## src/include/pcs_pkg.sv

```systemverilog
// Package: constants and types of the power-up configuration sequencer
`default_nettype none
package pcs_pkg;
  localparam int CLK_HZ = 50_000_000;
  localparam int MS_CYC = CLK_HZ / 1000;
  // Times in milliseconds, INIT_CYC in clock cycles
  localparam int INIT_MS = 5;
  localparam int INIT_CYC = INIT_MS * MS_CYC;
  localparam int MIN_DLY_NORM_MS = 5;
  localparam int MIN_DLY_STBY_MS = 10;
  localparam int MIN_DLY_SHARE_MS = 15;
  // Register offsets
  localparam logic [3:0] REG_CTRL = 4'h0;
  localparam logic [3:0] REG_STATUS = 4'h1;
  localparam logic [3:0] REG_VOUT = 4'h2;
  localparam logic [3:0] REG_PHASE = 4'h3;
  localparam logic [3:0] REG_DELAY = 4'h4;
  localparam logic [3:0] REG_MODE = 4'h5;
  localparam logic [3:0] REG_CEIL = 4'h6;
  localparam logic [3:0] REG_NVM = 4'h7;
  // Control register fields
  localparam int CTRL_RESTORE_BIT = 0;
  localparam int CTRL_PHASE_OVR_BIT = 1;
  // Mode register fields
  localparam int MODE_SHARE_BIT = 0;
  localparam int MODE_ACOMP_BIT = 1;
  localparam int MODE_STBY_BIT = 2;
  // Setpoint in 10 mV units
  localparam logic [9:0] VOUT_MIN = 10'd60;
  localparam logic [9:0] VOUT_RANGE_TOP = 10'd360;
  // Phase offset in 22.5 degree steps, 0..16
  localparam logic [4:0] PHASE_STEPS_MAX = 5'h10;
  // Strap codes: 0 low, 1 open, 2 high, 3..31 resistor index
  localparam logic [4:0] STRAP_LOW = 5'h00;
  localparam logic [4:0] STRAP_OPEN = 5'h01;
  localparam logic [4:0] STRAP_HIGH = 5'h02;
  typedef enum logic [2:0] {PCS_INIT, PCS_LOAD, PCS_READY, PCS_DELAY, PCS_RAMP, PCS_ON} pcs_state_t;
  function automatic logic [9:0] pcs_vsel_decode(input logic [4:0] code);
    logic [9:0] v;
    v = 10'd150;
    case (code)
      5'd0: v = 10'd120;
      5'd1: v = 10'd150;
      5'd2: v = 10'd330;
      5'd3: v = 10'd60;
      5'd4: v = 10'd65;
      5'd5: v = 10'd70;
      5'd6: v = 10'd75;
      5'd7: v = 10'd80;
      5'd8: v = 10'd85;
      5'd9: v = 10'd90;
      5'd10: v = 10'd95;
      5'd11: v = 10'd100;
      5'd12: v = 10'd105;
      5'd13: v = 10'd110;
      5'd14: v = 10'd115;
      5'd15: v = 10'd120;
      5'd16: v = 10'd125;
      5'd17: v = 10'd130;
      5'd18: v = 10'd140;
      5'd19: v = 10'd150;
      5'd20: v = 10'd160;
      5'd21: v = 10'd170;
      5'd22: v = 10'd180;
      5'd23: v = 10'd190;
      5'd24: v = 10'd200;
      5'd25: v = 10'd210;
      5'd26: v = 10'd220;
      5'd27: v = 10'd230;
      5'd28: v = 10'd250;
      5'd29: v = 10'd280;
      5'd30: v = 10'd300;
      5'd31: v = 10'd360;
      default: v = 10'd150;
    endcase
    return v;
  endfunction
endpackage
`default_nettype wire

```

## src/include/pcs_cfg_if.sv

```systemverilog
// Interface: configuration results passed from the strap loader
`default_nettype none
interface pcs_cfg_if;
  logic start;
  logic done;
  logic [9:0] vout;
  logic [9:0] ceiling;
  logic [6:0] addr;
  logic [4:0] phase;
  logic [3:0] ramp_ms;
  logic [4:0] delay_ms;
  modport loader (input start, output done, vout, ceiling, addr, phase, ramp_ms, delay_ms);
  modport user (output start, input done, vout, ceiling, addr, phase, ramp_ms, delay_ms);
endinterface
`default_nettype wire

```

## src/core/pcs_ms_tick.sv

```systemverilog
// Millisecond tick divider
`default_nettype none
module pcs_ms_tick
  import pcs_pkg::*;
#(
  parameter int DIV = MS_CYC
)
(
  input wire logic clk,
  input wire logic srst,
  output logic tick
);
  logic [31:0] cnt_reg;
  always_ff @(posedge clk)
  begin
    if (srst || tick)
      cnt_reg <= 32'h0;
    else
      cnt_reg <= cnt_reg + 32'h1;
  end
  assign tick = (cnt_reg == 32'(DIV - 1));
endmodule
`default_nettype wire

```

## src/core/pcs_sequencer.sv

```systemverilog
// Top: start-up configuration sequencer with register port
`default_nettype none
module pcs_sequencer
  import pcs_pkg::*;
#(
  parameter int INIT_CYCLES = INIT_CYC,
  parameter int TICK_DIV = MS_CYC
)
(
  input wire logic clk,
  input wire logic srst,
  input wire logic enable_pin,
  input wire logic [4:0] voltage_select_pin,
  input wire logic [4:0] address_select_pin,
  input wire logic [4:0] softstart_select_pin,
  input wire logic nvm_valid,
  input wire logic [9:0] nvm_vout,
  input wire logic [3:0] addr,
  input wire logic [15:0] wdata,
  input wire logic wr,
  input wire logic rd,
  output logic [15:0] rdata,
  output logic ready,
  output logic ramping,
  output logic output_on,
  output logic [9:0] vout_target,
  output logic [4:0] phase_offset,
  output logic [6:0] bus_address
);
  pcs_cfg_if cfg ();
  pcs_state_t state_reg;
  logic en_s1_reg, en_s2_reg;
  logic [4:0] vs1_reg, vs2_reg, as1_reg, as2_reg, ss1_reg, ss2_reg;
  logic [31:0] init_cnt_reg;
  logic [4:0] ms_cnt_reg;
  logic tick;
  logic restore_req_reg;
  logic start_reg;
  logic phase_ovr_reg;
  logic [4:0] phase_bus_reg;
  logic [9:0] vout_reg;
  logic [4:0] delay_prog_reg;
  logic [2:0] mode_reg;
  logic nvm_used_reg;
  logic [4:0] min_delay;
  logic [4:0] wait_ms;
  logic bus_ok;

  // Write strobe decode shared by the per-register processes
  function automatic logic wr_hit(input logic w, input logic ok, input logic [3:0] a,
    input logic [3:0] sel);
    return w && ok && (a == sel);
  endfunction

  // Mode bits decide the shortest legal pre-ramp wait
  function automatic logic [4:0] min_delay_of(input logic [2:0] m);
    if (m[MODE_SHARE_BIT] && (m[MODE_ACOMP_BIT] || m[MODE_STBY_BIT]))
      return 5'(MIN_DLY_SHARE_MS);
    else if (m[MODE_STBY_BIT])
      return 5'(MIN_DLY_STBY_MS);
    else
      return 5'(MIN_DLY_NORM_MS);
  endfunction

  pcs_ms_tick #(.DIV(TICK_DIV)) u_tick (.clk(clk), .srst(srst), .tick(tick));
  pcs_strap_loader u_load (
    .clk(clk),
    .srst(srst),
    .vsel_code(vs2_reg),
    .addr_code(as2_reg),
    .ss_code(ss2_reg),
    .cfg(cfg)
  );
  assign cfg.start = start_reg;

  // Pins cross from the analog side: two stages before use
  always_ff @(posedge clk)
  begin
    if (srst)
    begin
      en_s1_reg <= 1'b0;
      en_s2_reg <= 1'b0;
      vs1_reg <= STRAP_OPEN;
      vs2_reg <= STRAP_OPEN;
      as1_reg <= STRAP_OPEN;
      as2_reg <= STRAP_OPEN;
      ss1_reg <= STRAP_OPEN;
      ss2_reg <= STRAP_OPEN;
    end
    else
    begin
      en_s1_reg <= enable_pin;
      en_s2_reg <= en_s1_reg;
      vs1_reg <= voltage_select_pin;
      vs2_reg <= vs1_reg;
      as1_reg <= address_select_pin;
      as2_reg <= as1_reg;
      ss1_reg <= softstart_select_pin;
      ss2_reg <= ss1_reg;
    end
  end

  assign bus_ok = (state_reg != PCS_INIT) && (state_reg != PCS_LOAD);

  always_comb
  begin
    min_delay = min_delay_of(mode_reg);
    wait_ms = (delay_prog_reg < min_delay) ? min_delay : delay_prog_reg;
  end

  // Sequence
  always_ff @(posedge clk)
  begin
    if (srst)
    begin
      state_reg <= PCS_INIT;
      init_cnt_reg <= 32'h0;
      ms_cnt_reg <= 5'h00;
      start_reg <= 1'b0;
    end
    else
    begin
      start_reg <= 1'b0;
      unique case (state_reg)
        PCS_INIT:
        begin
          init_cnt_reg <= init_cnt_reg + 32'h1;
          if (init_cnt_reg >= 32'(INIT_CYCLES - 1))
          begin
            state_reg <= PCS_LOAD;
            start_reg <= 1'b1;
          end
        end
        PCS_LOAD:
          if (cfg.done)
            state_reg <= PCS_READY;
        PCS_READY:
          if (en_s2_reg)
          begin
            state_reg <= PCS_DELAY;
            ms_cnt_reg <= 5'h00;
          end
        PCS_DELAY:
          // Divider runs free, so the first counted millisecond may be anything from one clock to a full divider period
          if (!en_s2_reg)
            state_reg <= PCS_READY;
          else if (tick)
          begin
            ms_cnt_reg <= ms_cnt_reg + 5'h01;
            if (ms_cnt_reg + 5'h01 >= wait_ms)
            begin
              state_reg <= PCS_RAMP;
              ms_cnt_reg <= 5'h00;
            end
          end
        PCS_RAMP:
          if (!en_s2_reg)
            state_reg <= PCS_READY;
          else if (tick)
          begin
            ms_cnt_reg <= ms_cnt_reg + 5'h01;
            if (ms_cnt_reg + 5'h01 >= {1'b0, cfg.ramp_ms})
              state_reg <= PCS_ON;
          end
        PCS_ON:
          if (!en_s2_reg)
            state_reg <= PCS_READY;
      endcase
      // Restore reruns the whole check and load
      if (restore_req_reg)
      begin
        state_reg <= PCS_INIT;
        init_cnt_reg <= 32'h0;
      end
    end
  end

  // Software-written settings
  always_ff @(posedge clk)
  begin
    if (srst)
    begin
      phase_bus_reg <= 5'h00;
      vout_reg <= 10'd150;
      delay_prog_reg <= 5'h05;
    end
    else
    begin
      if (cfg.done)
      begin
        // Stored setpoint when the memory is valid, else the strap value; delay always from the straps
        vout_reg <= nvm_valid ? nvm_vout : cfg.vout;
        delay_prog_reg <= cfg.delay_ms;
      end
      else if (wr && bus_ok)
      begin
        unique case (addr)
          REG_VOUT:
            // Out of range words are dropped rather than clipped
            if (wdata[9:0] >= VOUT_MIN && wdata[9:0] <= VOUT_RANGE_TOP)
              vout_reg <= (wdata[9:0] > cfg.ceiling) ? cfg.ceiling : wdata[9:0];
          REG_PHASE:
            if (wdata[4:0] <= PHASE_STEPS_MAX)
              phase_bus_reg <= wdata[4:0];
          REG_DELAY:
            delay_prog_reg <= wdata[4:0];
          default:
            ;
        endcase
      end
    end
  end

  // One-cycle request; the sequence block turns it into a jump back to the memory check
  always_ff @(posedge clk)
  begin
    if (srst)
      restore_req_reg <= 1'b0;
    else
      restore_req_reg <= wr_hit(wr, bus_ok, addr, REG_CTRL) && wdata[CTRL_RESTORE_BIT];
  end

  // A fresh load always falls back to the address-derived phase
  always_ff @(posedge clk)
  begin
    if (srst)
      phase_ovr_reg <= 1'b0;
    else if (cfg.done)
      phase_ovr_reg <= 1'b0;
    else if (wr_hit(wr, bus_ok, addr, REG_CTRL))
      phase_ovr_reg <= wdata[CTRL_PHASE_OVR_BIT];
  end

  // Mode survives a restore: it is software state, not strap state
  always_ff @(posedge clk)
  begin
    if (srst)
      mode_reg <= 3'h0;
    else if (wr_hit(wr, bus_ok, addr, REG_MODE))
      mode_reg <= wdata[2:0];
  end

  // Latched with the load strobe so software can tell where the setpoint came from
  always_ff @(posedge clk)
  begin
    if (srst)
      nvm_used_reg <= 1'b0;
    else if (start_reg)
      nvm_used_reg <= nvm_valid;
  end

  // Read data one cycle after the strobe
  always_ff @(posedge clk)
  begin
    if (srst)
      rdata <= 16'h0000;
    else if (rd && bus_ok)
      unique case (addr)
        REG_CTRL: rdata <= {14'h0, phase_ovr_reg, 1'b0};
        REG_STATUS: rdata <= {13'h0, state_reg};
        REG_VOUT: rdata <= {6'h0, vout_reg};
        REG_PHASE: rdata <= {11'h0, phase_offset};
        REG_DELAY: rdata <= {11'h0, delay_prog_reg};
        REG_MODE: rdata <= {13'h0, mode_reg};
        REG_CEIL: rdata <= {6'h0, cfg.ceiling};
        REG_NVM: rdata <= {15'h0, nvm_used_reg};
        default: rdata <= 16'h0000;
      endcase
    else
      rdata <= 16'h0000;
  end

  assign phase_offset = phase_ovr_reg ? phase_bus_reg : cfg.phase;
  assign ready = bus_ok;
  assign ramping = (state_reg == PCS_RAMP);
  assign output_on = (state_reg == PCS_ON);
  assign vout_target = vout_reg;
  assign bus_address = cfg.addr;
endmodule
`default_nettype wire

```

## src/core/pcs_strap_loader.sv

```systemverilog
// Strap loader: samples and decodes the multi-mode strap codes
`default_nettype none
module pcs_strap_loader
  import pcs_pkg::*;
(
  input wire logic clk,
  input wire logic srst,
  input wire logic [4:0] vsel_code,
  input wire logic [4:0] addr_code,
  input wire logic [4:0] ss_code,
  pcs_cfg_if.loader cfg
);
  logic [9:0] v;
  logic [6:0] a;
  always_comb
  begin
    v = pcs_vsel_decode(vsel_code);
    // Address: low/open/high give 0x23..0x25, resistors give 0x50 upward
    if (addr_code <= STRAP_HIGH)
      a = 7'h23 + {5'h00, addr_code[1:0]};
    else
      a = 7'h50 + {2'h0, addr_code - 5'h03};
  end
  always_ff @(posedge clk)
  begin
    if (srst)
    begin
      cfg.done <= 1'b0;
      cfg.vout <= 10'd150;
      cfg.ceiling <= 10'd165;
      cfg.addr <= 7'h24;
      cfg.phase <= 5'h00;
      cfg.ramp_ms <= 4'h5;
      cfg.delay_ms <= 5'h05;
    end
    else
    begin
      cfg.done <= cfg.start;
      if (cfg.start)
      begin
        cfg.vout <= v;
        cfg.ceiling <= v + (v / 10'd10);
        cfg.addr <= a;
        // Two 22.5 degree steps per address step, low three bits only
        cfg.phase <= {1'b0, a[2:0], 1'b0};
        cfg.ramp_ms <= (ss_code == STRAP_HIGH) ? 4'ha :
                       (ss_code == STRAP_LOW) ? 4'h2 : 4'h5;
        cfg.delay_ms <= (ss_code == STRAP_HIGH) ? 5'h0a : 5'h05;
      end
    end
  end
endmodule
`default_nettype wire

```

## config.mk

```make
export PLATFORM = sky130hd
export DESIGN_NAME = pcs_sequencer
export DESIGN_NICKNAME = d
export VERILOG_FILES = /design/src/include/pcs_pkg.sv /design/src/include/pcs_cfg_if.sv /design/src/core/pcs_ms_tick.sv /design/src/core/pcs_sequencer.sv /design/src/core/pcs_strap_loader.sv
export SDC_FILE = /design/constraint.sdc
export NUM_CORES = 1
export LEC_CHECK = 0
export BUFFER_PORTS_ARGS = -buffer_cell sky130_fd_sc_hd__buf_2
export CORE_ASPECT_RATIO = 1.5
export CORE_MARGIN = 8
export CORE_UTILIZATION = 25
export DETAILED_ROUTE_END_ITERATION = 7
export SLEW_MARGIN = 25
export SYNTH_ARGS = -nofsm -noshare
export SYNTH_HDL_FRONTEND = slang
export SYNTH_SLANG_ARGS = --single-unit
```

## constraint.sdc

```tcl
create_clock -name clk -period 4.3 [get_ports clk]
set_input_delay 0.215 -clock clk [delete_from_list [all_inputs] [get_ports clk]]
set_output_delay 0.215 -clock clk [all_outputs]
set_load 0.02 [all_outputs]
```

* Word level (Yosys, flattened, before mapping)
Memories as Yosys holds them, arrays and structs flattened. A register that Yosys moved wholly into a read port is not among the register bits.
Cells that the tools add are included.
W data, S select, Z words.
** Storage, ports and cells
- Register bits after elaboration :: 182
- Bits in latches :: 0
- Word-level logic and storage cells :: 141
- RAM bits :: 0
- Memories :: 1
- Input port bits :: 51
- Bits in read-only memories :: 288
** Memory list
- (no name shown) :: depth 32, bits a word 9, rd ports 1, clocked after memory_dff 1, wr ports 0, line pcs_pkg.sv:41 : case (code)
** Operators by class
- Add/subtract/negate cells :: 7
- Equality and inequality tests :: 27
- Divide/modulo/power cells :: 1
- Bitwise operators :: 3
- Order comparisons :: 9
- Muxes and demuxes :: 38
- $mul :: 0
- Shifts and indexed selects :: 0
- Reductions and logical operators :: 28
** Operators by type and width (number)
- $pmux W10 S8 :: 1
- $add A32 B1 Y32 const B :: 2
- $mux W10 :: 6
- $mux W5 :: 12
- $mux W3 :: 11
- $eq A32 B16 Y1 const B :: 1
- $ge A32 B18 Y1 const B :: 1
- $pmux W3 S6 :: 1
- $eq A4 B3 Y1 const B :: 4
- $mux W4 :: 4
- $pmux W5 S3 :: 1
- $add A10 B10 Y10 :: 1
- $div A10 B4 Y10 const B :: 1
- $ge A10 B6 Y1 const B :: 1
- $gt A10 B10 Y1 :: 1
- $le A10 B9 Y1 const B :: 1
- $ne A3 B2 Y1 const B :: 3
- $eq A4 B2 Y1 const B :: 2
- $logic_and A1 B1 Y1 :: 8
- $ne A2 B1 Y1 const B :: 4
- $ne A2 B2 Y1 const B :: 4
- $reduce_and A8 Y1 :: 1
- $reduce_bool A2 Y1 :: 4
- $reduce_or A2 Y1 :: 4
- 28 further kinds :: 34

* Depth between registers and ports, before layout
Gate-level depths: netlist (run 1).
- Depth after elaboration :: 10
- Mapped depth :: 16
- Depth with buffers taken out :: 15

* Hierarchy
A second synthesis (run 1) with hierarchy kept.
** Unflattened totals
- Cell total of the unflattened synthesis :: 1154
- Area total of the unflattened synthesis :: 9854.5 µm²
** By module, submodules not included
- pcs_sequencer :: area an instance 5501.5 µm², cells each 625, times used 1, seq. area each 2182.1 µm²
- pcs_strap_loader :: area an instance 2770.2 µm², cells each 347, times used 1, seq. area each 640.6 µm²
- pcs_ms_tick :: area an instance 1582.8 µm², cells each 182, times used 1, seq. area each 640.6 µm²

* Least setup slack after synthesis (run 1)
No wires, ideal clock.
- Kind :: register -> register
- Start point :: register u_load.v[7] (netlist name)
- End point :: register u_load.cfg.ceiling[6]
- Data arrival time :: 3.246 ns
- Slack :: 0.919 ns
- Period minus slack after synthesis :: 3.381 ns
- Required time :: 4.165 ns
- Stages on the path, launching flop included :: 15
- Cell sequence :: dfxtp_1 nand2b_1 buf_2 or3_1 a31o_1 maj3_2 a221o_1 ha_1 fa_1 a21oi_1 o21bai_1 a21o_1 a21o_1 or4b_1 o311ai_1
** Between the ends
- Cells in the longest elaborated chain, start to end :: 2
** RTL lines
- $div A10 B4 Y10 :: line pcs_strap_loader.sv:42 : cfg.ceiling <= v + (v / 10'd10);
- $add A10 B10 Y10 :: line pcs_strap_loader.sv:42
- end signal: assignment :: line pcs_strap_loader.sv:42
- end: declaration :: line pcs_cfg_if.sv:12 : modport loader (input start, output done, vout, ceiling, addr, phase, ramp_ms, delay_ms);
Every way passes these cells.
A chain may end at the register's enable or synchronous reset.

* Worst setup path after layout (run 1)
- Start point :: register u_load.v[8] (netlist name)
- End point :: register u_load.cfg.ceiling[6]
** Between the ends
- Cells in the longest elaborated chain, start to end :: 2
** RTL lines (line)
- $div A10 B4 Y10 :: pcs_strap_loader.sv:42
- $add A10 B10 Y10 :: pcs_strap_loader.sv:42
Every way passes these cells.

==> metrics.txt, run 1 <==
# TYPE chip_impl_metric gauge
chip_impl_metric{name="finalNetCount",unit=""} 1212
chip_impl_info{name="outcome",value="complete, no violations"} 1
chip_impl_metric{name="synthToLayoutAreaGrowth",unit="%"} 16.18
chip_impl_info{name="critPathKind",value="reg2reg"} 1
chip_impl_metric{name="timing.critical_path.required",unit="ps"} 4600
chip_impl_metric{name="count_of_input_and_output_buffers",unit=""} 79
chip_impl_metric{name="maxSlewViolCount",unit=""} 0
chip_impl_info{name="worstSetupEndpointType",value="flip-flop"} 1
chip_impl_metric{name="grt_usage",unit="%"} 10.69
chip_impl_metric{name="timing.reg2reg.worst_path_depth",unit=""} 14
chip_impl_metric{name="cts.reportedPaths.clkPinSlew",unit="ps"} 70
chip_impl_metric{name="initial_antenna_violation_count",unit=""} 1
chip_impl_metric{name="power-per-cell-area",unit="nW/um^2"} 344.7
chip_impl_metric{name="post_synthesis_instance_area",unit="um^2"} 9174
chip_impl_metric{name="whs_path_depth",unit=""} 2
chip_impl_metric{name="drive_gt1_share",unit="%"} 13.25
chip_impl_metric{name="placeableCoreArea",unit="um^2"} 36480
chip_impl_metric{name="finalHoldViolations",unit=""} 0
chip_impl_metric{name="layout_min_cycle_time",unit="ps"} 3932
chip_impl_metric{name="post-route-period-util",unit="%"} 91.45
chip_impl_metric{name="clk_latency",unit="ps"} 430
chip_impl_metric{name="dr.pass1.iters",unit=""} 5
chip_impl_metric{name="grtUsageMet2",unit="%"} 17.69
chip_impl_metric{name="timing.critical_path.fanout_max",unit=""} 14
chip_impl_metric{name="power.ir.vdd_worst",unit="mV"} 0.2470
chip_impl_info{name="worst_setup_path_startpoint",value="u_load.v[8]"} 1
chip_impl_metric{name="power_switching",unit="W"} 0.0009461
chip_impl_info{name="most-common-layout-cells",value="176 x dfxtp_1, 137 x nor2_1, 78 x buf_2"} 1
chip_impl_metric{name="grtUsageMet3",unit="%"} 2.112
chip_impl_info{name="critPathMostFrequentCell",value="a21o_1"} 1
chip_impl_metric{name="timing_worst_slew_pin_value",unit="ps"} 670.5
chip_impl_metric{name="ys.warnings.count",unit=""} 0
chip_impl_metric{name="final_core_density",unit="%"} 29.22
chip_impl_metric{name="clock_power_share",unit="%"} 41.6
chip_impl_metric{name="grt_pass1_vias",unit=""} 7356
chip_impl_metric{name="asyncSetResetFlopFracSynth",unit="%"} 0
chip_impl_metric{name="grt.overflow.total",unit=""} 0
chip_impl_metric{name="switching_share",unit="%"} 25.75
chip_impl_metric{name="drt-vias-per-instance",unit=""} 4.699
chip_impl_info{name="min_to",value="vs1_reg[3]"} 1
chip_impl_info{name="cts_tree",value="done"} 1
chip_impl_info{name="critical_path.reg2reg.endpoint",value="u_load.cfg.ceiling[6]"} 1
chip_impl_metric{name="crit_arrival",unit="ps"} 4230
chip_impl_metric{name="groute.layer.met1.usage",unit="%"} 12.60
chip_impl_metric{name="wl_per_cell",unit="um"} 14.16
chip_impl_metric{name="ys_seq_elements",unit=""} 177
chip_impl_metric{name="die_y",unit="um"} 250.6
chip_impl_metric{name="cts_buf_count",unit=""} 17
chip_impl_metric{name="die_area",unit="um^2"} 43210
chip_impl_info{name="root_buffer",value="clkbuf_16"} 1
chip_impl_info{name="unrepaired_setup_endpoints_after_global_routing",value="no"} 1
chip_impl_metric{name="die_width",unit="um"} 172.4
chip_impl_metric{name="drt_first_iter_violations",unit=""} 412
chip_impl_metric{name="synth.avg_cell_area",unit="um^2"} 8.638
chip_impl_metric{name="drc",unit=""} 0
chip_impl_metric{name="grt_first_pass_wirelength",unit="um"} 37260
chip_impl_metric{name="leakage_power",unit="nW"} 4.216
chip_impl_metric{name="core.rowCount",unit=""} 86
chip_impl_metric{name="crit_path_max_incr_delay",unit="ps"} 630
chip_impl_info{name="timing.critical_path.cells",value="or3b_4 > o22ai_2 > a2111oi_2 > a31o_1 > maj3_2 > a221o_1 > ha_1 > fa_1 > a21oi_1 > o21bai_1 > a21o_1 > a21o_1 > or4b_1 > o311ai_1"} 1
chip_impl_metric{name="route.final.wire_length",unit="um"} 22890
chip_impl_metric{name="post_cts.resized_instances",unit=""} 0
chip_impl_info{name="critPathLaunchType",value="flip-flop"} 1
chip_impl_info{name="layout.cells.most_common",value="dfxtp_1"} 1
chip_impl_metric{name="starting_density",unit="%"} 25.15
chip_impl_info{name="reg_to_reg_startpoint",value="u_load.v[8]"} 1
chip_impl_metric{name="layout.cells.non_filler",unit=""} 1617
chip_impl_info{name="critical_path.top_delay_family",value="compound AO/OA/AOI/OAI gates"} 1
chip_impl_info{name="critical_path_s_slowest_cell",value="dfxtp_1"} 1
chip_impl_metric{name="max-clock-path-buffers",unit=""} 2
chip_impl_metric{name="vias",unit=""} 7599
chip_impl_metric{name="maxSlewHeadroom",unit="%"} 55.21
chip_impl_metric{name="final-setup-viol-count",unit=""} 0
chip_impl_info{name="holdCritStartpoint",value="voltage_select_pin[3]"} 1
chip_impl_info{name="globalRoute.busiestLayer",value="met2"} 1
chip_impl_metric{name="filler_cell_count",unit=""} 3841
chip_impl_info{name="synth_ff_type",value="dfxtp_1"} 1
chip_impl_metric{name="fin_setup_tns",unit="ps"} 0
chip_impl_metric{name="yosys.cell_types.count",unit=""} 80
chip_impl_metric{name="htree_levels",unit=""} 4
chip_impl_metric{name="synth_edf_count",unit=""} 0
chip_impl_metric{name="maximum_number_of_pins_on_one_net_before_global_route_repair",unit=""} 53
chip_impl_metric{name="maxCapViolCount",unit=""} 0
chip_impl_metric{name="drt.antenna.violating_nets",unit=""} 0
chip_impl_metric{name="timing.reg2reg.setup_slack",unit="ps"} 370
chip_impl_metric{name="fin_skew",unit="ps"} 9.576
chip_impl_metric{name="power_report.internal_total",unit="W"} 0.002728
chip_impl_metric{name="synth.yosys.seq_area_share",unit="%"} 38.63
chip_impl_metric{name="maxClockFrequency",unit="MHz"} 254.3
chip_impl_metric{name="worst-path-buf-inv",unit=""} 0
chip_impl_metric{name="ioPinCount",unit=""} 92
chip_impl_info{name="worstHoldPathType",value="in2reg"} 1
chip_impl_metric{name="place_congestion",unit=""} 0.8490
chip_impl_metric{name="cell_total_after_placement",unit=""} 1573
chip_impl_metric{name="clock_sink_count",unit=""} 177
chip_impl_metric{name="dpl.hpwl",unit="um"} 17040
chip_impl_metric{name="seqPwrFrac",unit="%"} 47.2
chip_impl_metric{name="syn-instance-count",unit=""} 1062
chip_impl_metric{name="comb_power_share",unit="%"} 11.2
-- stage by stage --
step | power [W] | hold slack [ps] | setup slack [ps] | area, um^2
after detailed placement | 0.002176 | 395.7 | 399.3 | 9960
after global routing | 0.003858 | 19.44 | 43.85 | 10660
after CTS | 0.003726 | 2.827 | 376.7 | 10660
after global placement | 0.002171 | 393.8 | 429.3 | 9960
final | 0.003674 | 11.49 | 367.5 | 10660
after floorplan | 0.002070 | 318.8 | 919.0 | 9193
-- power by group through the flow --
stage | registers (W) | clock network (W) | logic (W)
global route | 0.00174 | 0.00165 | 0.000466
detailed placement | 0.00177 | 0 | 0.000407
global placement | 0.00177 | 0 | 0.000404
finish | 0.00173 | 0.00153 | 0.000413
CTS | 0.00173 | 0.00158 | 0.000417
floorplan | 0.00174 | 0 | 0.000334
-- final cells by class --
cell class	instances	area (um^2)	share of cell area, %
clock inverters	10	101.3	0.9509
inverters	45	168.9	1.585
well taps	484	605.6	5.682
diodes	1	2.502	0.02348
clock buffers	22	484.2	4.543
repair buffers	95	545.5	5.119
multi-input cells	783	5205	48.84
flip-flops and latches	177	3545	33.26
-- cells by family (layout without fill, tap and decap cells) --
logic type	count (synthesis)	count (layout)	share of synthesized area [%]
xor+xnor	67	67	6.397
buf+inv	107	172	4.842
compound gates	210	210	15.78
other cells	1	7	0.04088
flops	177	177	38.63
mux	41	41	4.814
simple gates	416	416	23.57
fa+ha+maj	43	43	5.933
-- worst reg2reg max path, stage by stage, from the launching register on --
cell and delay [ps]:
dfxtp_1 630, or3b_4 460, o22ai_2 200, a2111oi_2 80
a31o_1 230, maj3_2 300, a221o_1 350, ha_1 210
fa_1 410, a21oi_1 160, o21bai_1 120, a21o_1 200
a21o_1 180, or4b_1 160, o311ai_1 90
-- cells in the mapped netlist (all sizes together) (10+ instances only) --
| master | count | area (um^2) |
|---|---|---|
| nand2b | 19 | 126.4 |
| xor2 | 41 | 359.1 |
| o22ai | 10 | 68.81 |
| ha | 41 | 513.0 |
| nand4 | 21 | 131.4 |
| or3 | 11 | 68.82 |
| buf | 22 | 123.9 |
| xnor2 | 26 | 227.7 |
| nor2b | 39 | 244.0 |
| nor3 | 17 | 90.09 |
| clkbuf | 40 | 151.4 |
| a21oi | 43 | 215.2 |
| dfxtp | 177 | 3543 |
| a22oi | 10 | 75.07 |
| a21o | 16 | 120.1 |
| o21ai | 39 | 195.2 |
| mux2 | 15 | 168.9 |
| nand2 | 59 | 221.5 |
| nor4 | 13 | 81.33 |
| a211oi | 11 | 82.58 |
| inv | 45 | 168.9 |
| mux2i | 25 | 250.2 |
| nand3 | 29 | 145.1 |
| and3 | 21 | 131.4 |
| nor2 | 138 | 525.5 |
-- what timing repair did --
item,CTS,global route
buffers inserted,0,0
hold buffers,11,0
endpoints found under the hold margin,11,0
-- metal layers --
| metal | routed length [um] | vias up |
|---|---|---|
| li1 | - | 3858 |
| met1 | 10090 | 3532 |
| met2 | 10890 | 166 |
| met3 | 1070 | 43 |
| met4 | 843 | 0 |
| met5 | 0 | - |
-- worst max-delay path by stage --
stage                                  endpoint  cells past startpoint  slack, ps
final                     u_load.cfg.ceiling[6]                     14        370
after global routing      u_load.cfg.ceiling[8]                     13         40
after floorplan           u_load.cfg.ceiling[6]                     14        920
after global placement    u_load.cfg.ceiling[8]                     14        430
after CTS                 u_load.cfg.ceiling[8]                     14        380
after detailed placement  u_load.cfg.ceiling[8]                     14        400
(Power assumes the default switching activity.)
==> run 2, diff against run 1 <==
ABC_AREA = 0   (was unset)
SLEW_MARGIN = 20   (was 25)
clock period = 3.26 ns   (was 4.3 ns; I/O delays follow)
==> run 2 against run 1 <==
  * Worst setup slack got worse by 490 ps
  * Combinational power up 61%
  * Flip-flop and latch count is the same
  * Sequential power increased by 31%
  * Sequential share of layout area down 1.3 points
  * Register-to-register slack worse by 490 ps
  * Die area is the same
  * Fmax grew 16%
  * Critical path depth unchanged
  * Clock power increased by 50%
  * Cell count grew 2.4%
  * The run now ends with setup timing left
==> metrics.txt, run 2 (synthesis gave the netlist of run 1 again) <==
# TYPE chip_impl_metric gauge
chip_impl_info{name="outcome",value="finished, violations left"} 1
chip_impl_info{name="failed_checks",value="setup timing"} 1
chip_impl_metric{name="grt_usage",unit="%"} 10.90
chip_impl_metric{name="timing.critical_path.required",unit="ps"} 3570
chip_impl_metric{name="power.ir.vdd_worst",unit="mV"} 0.2905
chip_impl_info{name="timing.critical_path.cells",value="or3b_4 > o22ai_4 > a2111oi_4 > a31o_1 > maj3_2 > a221o_1 > ha_2 > fa_2 > a21oi_2 > o21bai_2 > a21o_1 > a21o_1 > or4b_1 > o311ai_1"} 1
chip_impl_metric{name="count_of_input_and_output_buffers",unit=""} 79
chip_impl_metric{name="ioPinCount",unit=""} 92
chip_impl_metric{name="fin_setup_tns",unit="ps"} -235.5
chip_impl_info{name="min_to",value="vout_target[6]"} 1
chip_impl_metric{name="place_congestion",unit=""} 0.8637
chip_impl_metric{name="initial_antenna_violation_count",unit=""} 0
chip_impl_metric{name="setup_slack",unit="ps"} -120.0
chip_impl_metric{name="timing_worst_slew_pin_value",unit="ps"} 660.4
chip_impl_metric{name="post-route-period-util",unit="%"} 103.7
chip_impl_metric{name="finalHoldViolations",unit=""} 0
chip_impl_info{name="critical_path.top_delay_family",value="compound AO/OA/AOI/OAI gates"} 1
chip_impl_metric{name="maxCapViolCount",unit=""} 0
chip_impl_metric{name="route.final.wire_length",unit="um"} 23470
chip_impl_metric{name="timing.reg2reg.worst_path_depth",unit=""} 14
chip_impl_metric{name="maxSlewHeadroom",unit="%"} 55.97
chip_impl_metric{name="grt_first_pass_wirelength",unit="um"} 37810
chip_impl_metric{name="filler_cell_count",unit=""} 3810
chip_impl_metric{name="vias",unit=""} 7873
chip_impl_metric{name="drt-vias-per-instance",unit=""} 4.757
chip_impl_metric{name="whs_path_depth",unit=""} 2
chip_impl_info{name="worstSetupEndpointType",value="flip-flop"} 1
chip_impl_metric{name="maxClockFrequency",unit="MHz"} 295.9
chip_impl_metric{name="placeableCoreArea",unit="um^2"} 36480
chip_impl_info{name="holdCritStartpoint",value="wdata[6]"} 1
chip_impl_metric{name="maximum_number_of_pins_on_one_net_before_global_route_repair",unit=""} 52
chip_impl_metric{name="die_width",unit="um"} 172.4
chip_impl_info{name="critPathMostFrequentCell",value="a21o_1"} 1
chip_impl_info{name="worst_setup_path_startpoint",value="u_load.v[8]"} 1
chip_impl_metric{name="drt_first_iter_violations",unit=""} 448
chip_impl_metric{name="drc",unit=""} 0
chip_impl_metric{name="drive_gt1_share",unit="%"} 17.34
chip_impl_metric{name="drt.antenna.violating_nets",unit=""} 0
chip_impl_info{name="critical_path_s_slowest_cell",value="or3b_4"} 1
chip_impl_metric{name="dpl.hpwl",unit="um"} 17630
chip_impl_metric{name="grt_pass1_vias",unit=""} 7518
chip_impl_metric{name="crit_arrival",unit="ps"} 3690
chip_impl_metric{name="die_area",unit="um^2"} 43210
chip_impl_metric{name="clk_latency",unit="ps"} 440
chip_impl_metric{name="timing.reg2reg.setup_slack",unit="ps"} -120
chip_impl_info{name="reg_to_reg_startpoint",value="u_load.v[8]"} 1
chip_impl_metric{name="finalNetCount",unit=""} 1251
chip_impl_metric{name="leakage_power",unit="nW"} 4.466
chip_impl_info{name="critPathLaunchType",value="flip-flop"} 1
chip_impl_info{name="unrepaired_setup_endpoints_after_global_routing",value="yes"} 1
chip_impl_metric{name="maxSlewViolCount",unit=""} 0
chip_impl_info{name="most-common-layout-cells",value="169 x dfxtp_1, 137 x nor2_1, 78 x buf_2"} 1
chip_impl_metric{name="cts_buf_count",unit=""} 17
chip_impl_metric{name="starting_density",unit="%"} 25.15
chip_impl_info{name="layout.cells.most_common",value="dfxtp_1"} 1
chip_impl_metric{name="final-setup-viol-count",unit=""} 2
chip_impl_metric{name="wl_per_cell",unit="um"} 14.18
chip_impl_metric{name="htree_levels",unit=""} 4
chip_impl_metric{name="cts.reportedPaths.clkPinSlew",unit="ps"} 70
chip_impl_metric{name="max-clock-path-buffers",unit=""} 2
chip_impl_metric{name="power-per-cell-area",unit="nW/um^2"} 469.2
chip_impl_info{name="critical_path.reg2reg.endpoint",value="u_load.cfg.ceiling[6]"} 1
chip_impl_metric{name="hold_ws",unit="ps"} 49.88
chip_impl_metric{name="layout_min_cycle_time",unit="ps"} 3380
chip_impl_metric{name="crit_path_max_incr_delay",unit="ps"} 400
chip_impl_metric{name="grt.overflow.total",unit=""} 0
chip_impl_metric{name="fin_skew",unit="ps"} 11.43
chip_impl_metric{name="dr.pass1.iters",unit=""} 5
chip_impl_info{name="worstHoldPathType",value="in2reg"} 1
chip_impl_metric{name="totalPowerFinal",unit="W"} 0.005222
chip_impl_metric{name="worst-path-buf-inv",unit=""} 0
chip_impl_info{name="critPathKind",value="reg2reg"} 1
chip_impl_info{name="root_buffer",value="clkbuf_16"} 1
chip_impl_metric{name="synthToLayoutAreaGrowth",unit="%"} 21.30
chip_impl_metric{name="die_y",unit="um"} 250.6
chip_impl_metric{name="n_diodes",unit=""} 0
chip_impl_metric{name="final_core_density",unit="%"} 30.51
chip_impl_metric{name="clock_sink_count",unit=""} 177
chip_impl_metric{name="timing.critical_path.fanout_max",unit=""} 5
chip_impl_info{name="cts_tree",value="done"} 1
chip_impl_metric{name="core.rowCount",unit=""} 86
==> run 2: cell types whose count changed in the layout (fill, tap and decap cells not counted), sizes merged <==
cell	change
clkbuf	-4
clkinvlp	-3
diode	-1
clkinv	+1
dlygate4sd3	+6
inv	+2
bufinv	+4
buf	+33
==> run 2: worst max path at each step <==
| stage | end | cells past startpoint | slack, ps |
|---|---|---|---|
| 5_1_grt | u_load.cfg.ceiling[6] | 14 | -230 |
| 4_1_cts | u_load.cfg.ceiling[6] | 14 | -160 |
| 2_1_floorplan | u_load.cfg.ceiling[6] | 14 | 1 |
| 3_5_place_dp | u_load.cfg.ceiling[8] | 14 | -210 |
| 3_3_place_gp | u_load.cfg.ceiling[8] | 13 | -140 |
| 6_report | u_load.cfg.ceiling[6] | 14 | -120 |
==> run 2: routing by layer <==
| layer | vias to the layer above | GRT usage [%] | routed length [um] |
|---|---|---|---|
| met3 | 52 | 2.159 | 1343 |
| met4 | 0 | 6.645 | 980 |
| met5 | - | 0 | 0 |
| met2 | 225 | 18.41 | 11390 |
| li1 | 3929 | - | - |
| met1 | 3667 | 12.32 | 9754 |
==> run 2: layout make-up <==
class	instances	area (um^2)	area share [%]
clock buffers	18	439.2	3.946
inverters	45	168.9	1.518
flip-flops and latches	177	3556	31.95
repair buffers	134	853.3	7.668
clock inverters	14	226.5	2.035
multi-input cells	783	5279	47.44
well taps	484	605.6	5.442
==> run 2: report_power, final <==
part	switching, W	internal (W)	leakage [nW]
clock network	0.000898	0.00140	0.329
registers	0.0000546	0.00221	1.44
logic	0.000345	0.000320	2.70
total	0.00130	0.00392	4.47
==> run 2: stage by stage <==
| step | area [um^2] | setup WS, ps | instances |
|---|---|---|---|
| 3_3_place_gp | 10210 | -142.7 | 1604 |
| 6_report | 11130 | -120.0 | 1655 |
| 3_5_place_dp | 10210 | -205.2 | 1604 |
| 5_1_grt | 11130 | -233.8 | 1655 |
| 2_1_floorplan | 9220 | 1.374 | 1067 |
| 4_1_cts | 11090 | -158.6 | 1654 |
==> run 2: repair_timing <==
action / 4_1_cts / 5_1_grt
endpoints found under the hold margin: 17 / 0
hold buffers: 17 / 0
endpoints found under the setup margin: 5 / 15
cloned: 0 / 0
resized for setup: 8 / 11
pin swaps: 5 / 8
setup buffers: 1 / 1
==> run 3, diff against run 2 <==
PLACE_DENSITY_LB_ADDON = 0.12   (was unset)
==> run 3 against run 2 <==
  * The flow still finishes with violations (setup timing)
  * Register-to-register slack about the same
  * Wire length up 15%
  * Worst hold slack better by 1.6 ps
  * Clock skew up 2.1 ps
  * Flip-flop and latch count unchanged
  * Fmax up 0.12%
  * Via count down 1.3%
  * Critical path depth unchanged
  * Cell count up 0.42%
  * Final area up 0.43%
  * Power up 1.2%
  * Largest cell class unchanged
==> metrics.txt, run 3 (synthesis gave the netlist of run 1 again) <==
# TYPE chip_impl_metric gauge
chip_impl_metric{name="clock_sink_count",unit=""} 177
chip_impl_metric{name="grt_pass1_vias",unit=""} 7828
chip_impl_metric{name="grt_usage",unit="%"} 12.62
chip_impl_metric{name="grt_first_pass_wirelength",unit="um"} 42590
chip_impl_metric{name="timing.critical_path.fanout_max",unit=""} 4
chip_impl_metric{name="power-per-cell-area",unit="nW/um^2"} 472.9
chip_impl_metric{name="crit_arrival",unit="ps"} 3690
chip_impl_metric{name="crit_path_max_incr_delay",unit="ps"} 420
chip_impl_info{name="worstSetupEndpointType",value="flip-flop"} 1
chip_impl_metric{name="fin_skew",unit="ps"} 13.49
chip_impl_metric{name="maximum_number_of_pins_on_one_net_before_global_route_repair",unit=""} 34
chip_impl_info{name="globalRoute.busiestLayer",value="met2"} 1
chip_impl_metric{name="maxSlewHeadroom",unit="%"} 56.13
chip_impl_info{name="critPathMostFrequentCell",value="a21o_1"} 1
chip_impl_metric{name="grtUsageMet2",unit="%"} 22.78
chip_impl_metric{name="worst-path-buf-inv",unit=""} 0
chip_impl_metric{name="placeableCoreArea",unit="um^2"} 36480
chip_impl_metric{name="final-setup-viol-count",unit=""} 3
chip_impl_info{name="critical_path.top_delay_family",value="compound AO/OA/AOI/OAI gates"} 1
chip_impl_metric{name="power_switching",unit="W"} 0.001377
chip_impl_info{name="most-common-layout-cells",value="168 x dfxtp_1, 137 x nor2_1, 78 x buf_2"} 1
chip_impl_metric{name="n_diodes",unit=""} 0
chip_impl_metric{name="cts_buf_count",unit=""} 17
chip_impl_metric{name="dr.pass1.iters",unit=""} 4
chip_impl_info{name="unrepaired_setup_endpoints_after_global_routing",value="yes"} 1
chip_impl_metric{name="cell_total_after_placement",unit=""} 1610
chip_impl_metric{name="power_report.internal_total",unit="W"} 0.003909
chip_impl_info{name="root_buffer",value="clkbuf_16"} 1
chip_impl_metric{name="comb_power_share",unit="%"} 13.0
chip_impl_metric{name="layout_min_cycle_time",unit="ps"} 3376
chip_impl_info{name="worstHoldPathType",value="in2reg"} 1
chip_impl_metric{name="ioPinCount",unit=""} 92
chip_impl_info{name="reg_to_reg_startpoint",value="u_load.v[6]"} 1
chip_impl_metric{name="groute.layer.met1.usage",unit="%"} 13.96
chip_impl_metric{name="timing.reg2reg.worst_path_depth",unit=""} 14
chip_impl_metric{name="placement.cell_area",unit="um^2"} 10260
chip_impl_info{name="critPathKind",value="reg2reg"} 1
chip_impl_metric{name="count_of_input_and_output_buffers",unit=""} 79
chip_impl_metric{name="maxSlewViolCount",unit=""} 0
chip_impl_metric{name="seqPwrFrac",unit="%"} 43.0
chip_impl_metric{name="switching_share",unit="%"} 26.04
chip_impl_metric{name="clk_latency",unit="ps"} 450
chip_impl_metric{name="finalHoldViolations",unit=""} 0
chip_impl_metric{name="die_width",unit="um"} 172.4
chip_impl_metric{name="route.final.wire_length",unit="um"} 27060
chip_impl_metric{name="timing.critical_path.required",unit="ps"} 3570
chip_impl_info{name="failed_checks",value="setup timing"} 1
chip_impl_metric{name="clock_power_share",unit="%"} 43.9
chip_impl_metric{name="dpl.hpwl",unit="um"} 20400
chip_impl_info{name="timing.critical_path.cells",value="or3b_4 > o22ai_4 > a2111oi_4 > a31o_1 > maj3_2 > a221o_1 > ha_2 > fa_2 > a21oi_2 > o21bai_2 > a21o_1 > a21o_1 > or4b_1 > o311ai_2"} 1
chip_impl_metric{name="drive_gt1_share",unit="%"} 17.66
chip_impl_metric{name="synthToLayoutAreaGrowth",unit="%"} 21.82
chip_impl_info{name="min_to",value="vout_target[6]"} 1
chip_impl_metric{name="drt_first_iter_violations",unit=""} 388
chip_impl_info{name="outcome",value="finished, violations left"} 1
chip_impl_info{name="holdCritStartpoint",value="wdata[6]"} 1
chip_impl_metric{name="finalNetCount",unit=""} 1258
chip_impl_metric{name="hold_ws",unit="ps"} 51.51
chip_impl_info{name="cts_tree",value="done"} 1
chip_impl_metric{name="drt.antenna.violating_nets",unit=""} 0
chip_impl_metric{name="fin_setup_tns",unit="ps"} -209.1
chip_impl_metric{name="drc",unit=""} 0
chip_impl_metric{name="fin_area",unit="um^2"} 11180
chip_impl_metric{name="cts.reportedPaths.clkPinSlew",unit="ps"} 70
chip_impl_metric{name="maxCapViolCount",unit=""} 0
chip_impl_metric{name="die_y",unit="um"} 250.6
chip_impl_metric{name="wl_per_cell",unit="um"} 16.28
chip_impl_metric{name="vias",unit=""} 7773
chip_impl_metric{name="place_congestion",unit=""} 0.8010
chip_impl_metric{name="core.rowCount",unit=""} 86
chip_impl_metric{name="post-route-period-util",unit="%"} 103.6
chip_impl_metric{name="leakage_power",unit="nW"} 4.502
chip_impl_metric{name="die_area",unit="um^2"} 43210
chip_impl_metric{name="initial_antenna_violation_count",unit=""} 0
chip_impl_metric{name="maxClockFrequency",unit="MHz"} 296.2
chip_impl_metric{name="drt-vias-per-instance",unit=""} 4.677
chip_impl_info{name="critical_path.reg2reg.endpoint",value="u_load.cfg.ceiling[6]"} 1
chip_impl_metric{name="whs_path_depth",unit=""} 2
chip_impl_metric{name="grtUsageMet3",unit="%"} 2.490
chip_impl_metric{name="timing.reg2reg.setup_slack",unit="ps"} -120
chip_impl_metric{name="setup_slack",unit="ps"} -116.0
chip_impl_metric{name="timing_worst_slew_pin_value",unit="ps"} 658.1
chip_impl_metric{name="power.ir.vdd_worst",unit="mV"} 0.3124
chip_impl_info{name="critPathLaunchType",value="flip-flop"} 1
chip_impl_info{name="critical_path_s_slowest_cell",value="or3b_4"} 1
chip_impl_metric{name="htree_levels",unit=""} 4
chip_impl_metric{name="grt.overflow.total",unit=""} 0
chip_impl_metric{name="max-clock-path-buffers",unit=""} 2
chip_impl_metric{name="starting_density",unit="%"} 25.15
chip_impl_info{name="layout.cells.most_common",value="dfxtp_1"} 1
chip_impl_metric{name="layout.cells.non_filler",unit=""} 1662
==> run 3: changes by cell type in the layout (fill, tap and decap cells not counted), moves of 2 or more <==
cell      change
buf_4         +6
clkbuf_8      +2
clkinv_2      -2
clkinv_4      -3
dfxtp_2       +2
nor2b_1       -2
nor2b_2       +2
==> run 3: per-stage QoR <==
stage	utilization (%)	worst slack (ps)	total power [W]
3_5_place_dp	28.12	-217.6	0.002970
4_1_cts	30.50	-117.9	0.005366
3_3_place_gp	28.12	-209.3	0.002976
2_1_floorplan	-	1.374	0.002739
5_1_grt	30.64	-220.0	0.005531
6_report	30.64	-116.0	0.005285
==> run 3: worst max-delay path by stage <==
| stage | start | to | slack, ps | cells past startpoint |
|---|---|---|---|---|
| 2_1_floorplan | u_load.v[7] | u_load.cfg.ceiling[6] | 1 | 14 |
| 3_3_place_gp | u_load.v[6] | u_load.cfg.ceiling[6] | -210 | 15 |
| 3_5_place_dp | u_load.v[6] | u_load.cfg.ceiling[6] | -220 | 15 |
| 4_1_cts | u_load.v[6] | u_load.cfg.ceiling[6] | -120 | 14 |
| 5_1_grt | u_load.v[6] | u_load.cfg.ceiling[6] | -220 | 14 |
| 6_report | u_load.v[6] | u_load.cfg.ceiling[6] | -120 | 14 |
==> run 3: layout make-up <==
| type | instances | area, um^2 |
|---|---|---|
| multi-input cells | 783 | 5279 |
| fillers | 3868 | 25300 |
| flip-flops and latches | 177 | 3555 |
| clock buffers | 21 | 470.5 |
| clock inverters | 11 | 187.7 |
| well taps | 484 | 605.6 |
| repair buffers | 141 | 909.6 |
| inverters | 45 | 168.9 |
==> run 3: metal layers <==
metal | share of wire, % | vias up | routed length (um)
li1 | - | 3953 | -
met1 | 42 | 3639 | 11340
met2 | 52 | 141 | 13940
met3 | 3.7 | 40 | 994
met4 | 2.9 | 0 | 782
met5 | 0 | - | 0
==> run 3: timing repair <==
action | CTS | global route
hold endpoints to repair | 17 | 0
gates resized for setup | 4 | 13
hold buffers | 17 | 0
setup buffers | 2 | 1
pin swaps | 4 | 6
endpoints found under the setup margin | 2 | 11
==> run 3: worst reg2reg max path: stages, from the launching register on <==
cell	delay [ps]
dfxtp_2	340
or3b_4	420
o22ai_4	180
a2111oi_4	80
a31o_1	220
maj3_2	300
a221o_1	330
ha_2	190
fa_2	350
a21oi_2	140
o21bai_2	90
a21o_1	160
a21o_1	190
or4b_1	170
o311ai_2	90
==> run 3: power by group through the flow <==
stage          clock network [W]  registers (W)  logic [W]
2_1_floorplan                  0        0.00229   0.000449
3_3_place_gp                   0        0.00232   0.000654
3_5_place_dp                   0        0.00232   0.000649
4_1_cts                  0.00241        0.00227   0.000684
5_1_grt                  0.00249        0.00228   0.000762
6_report                 0.00232        0.00227   0.000690
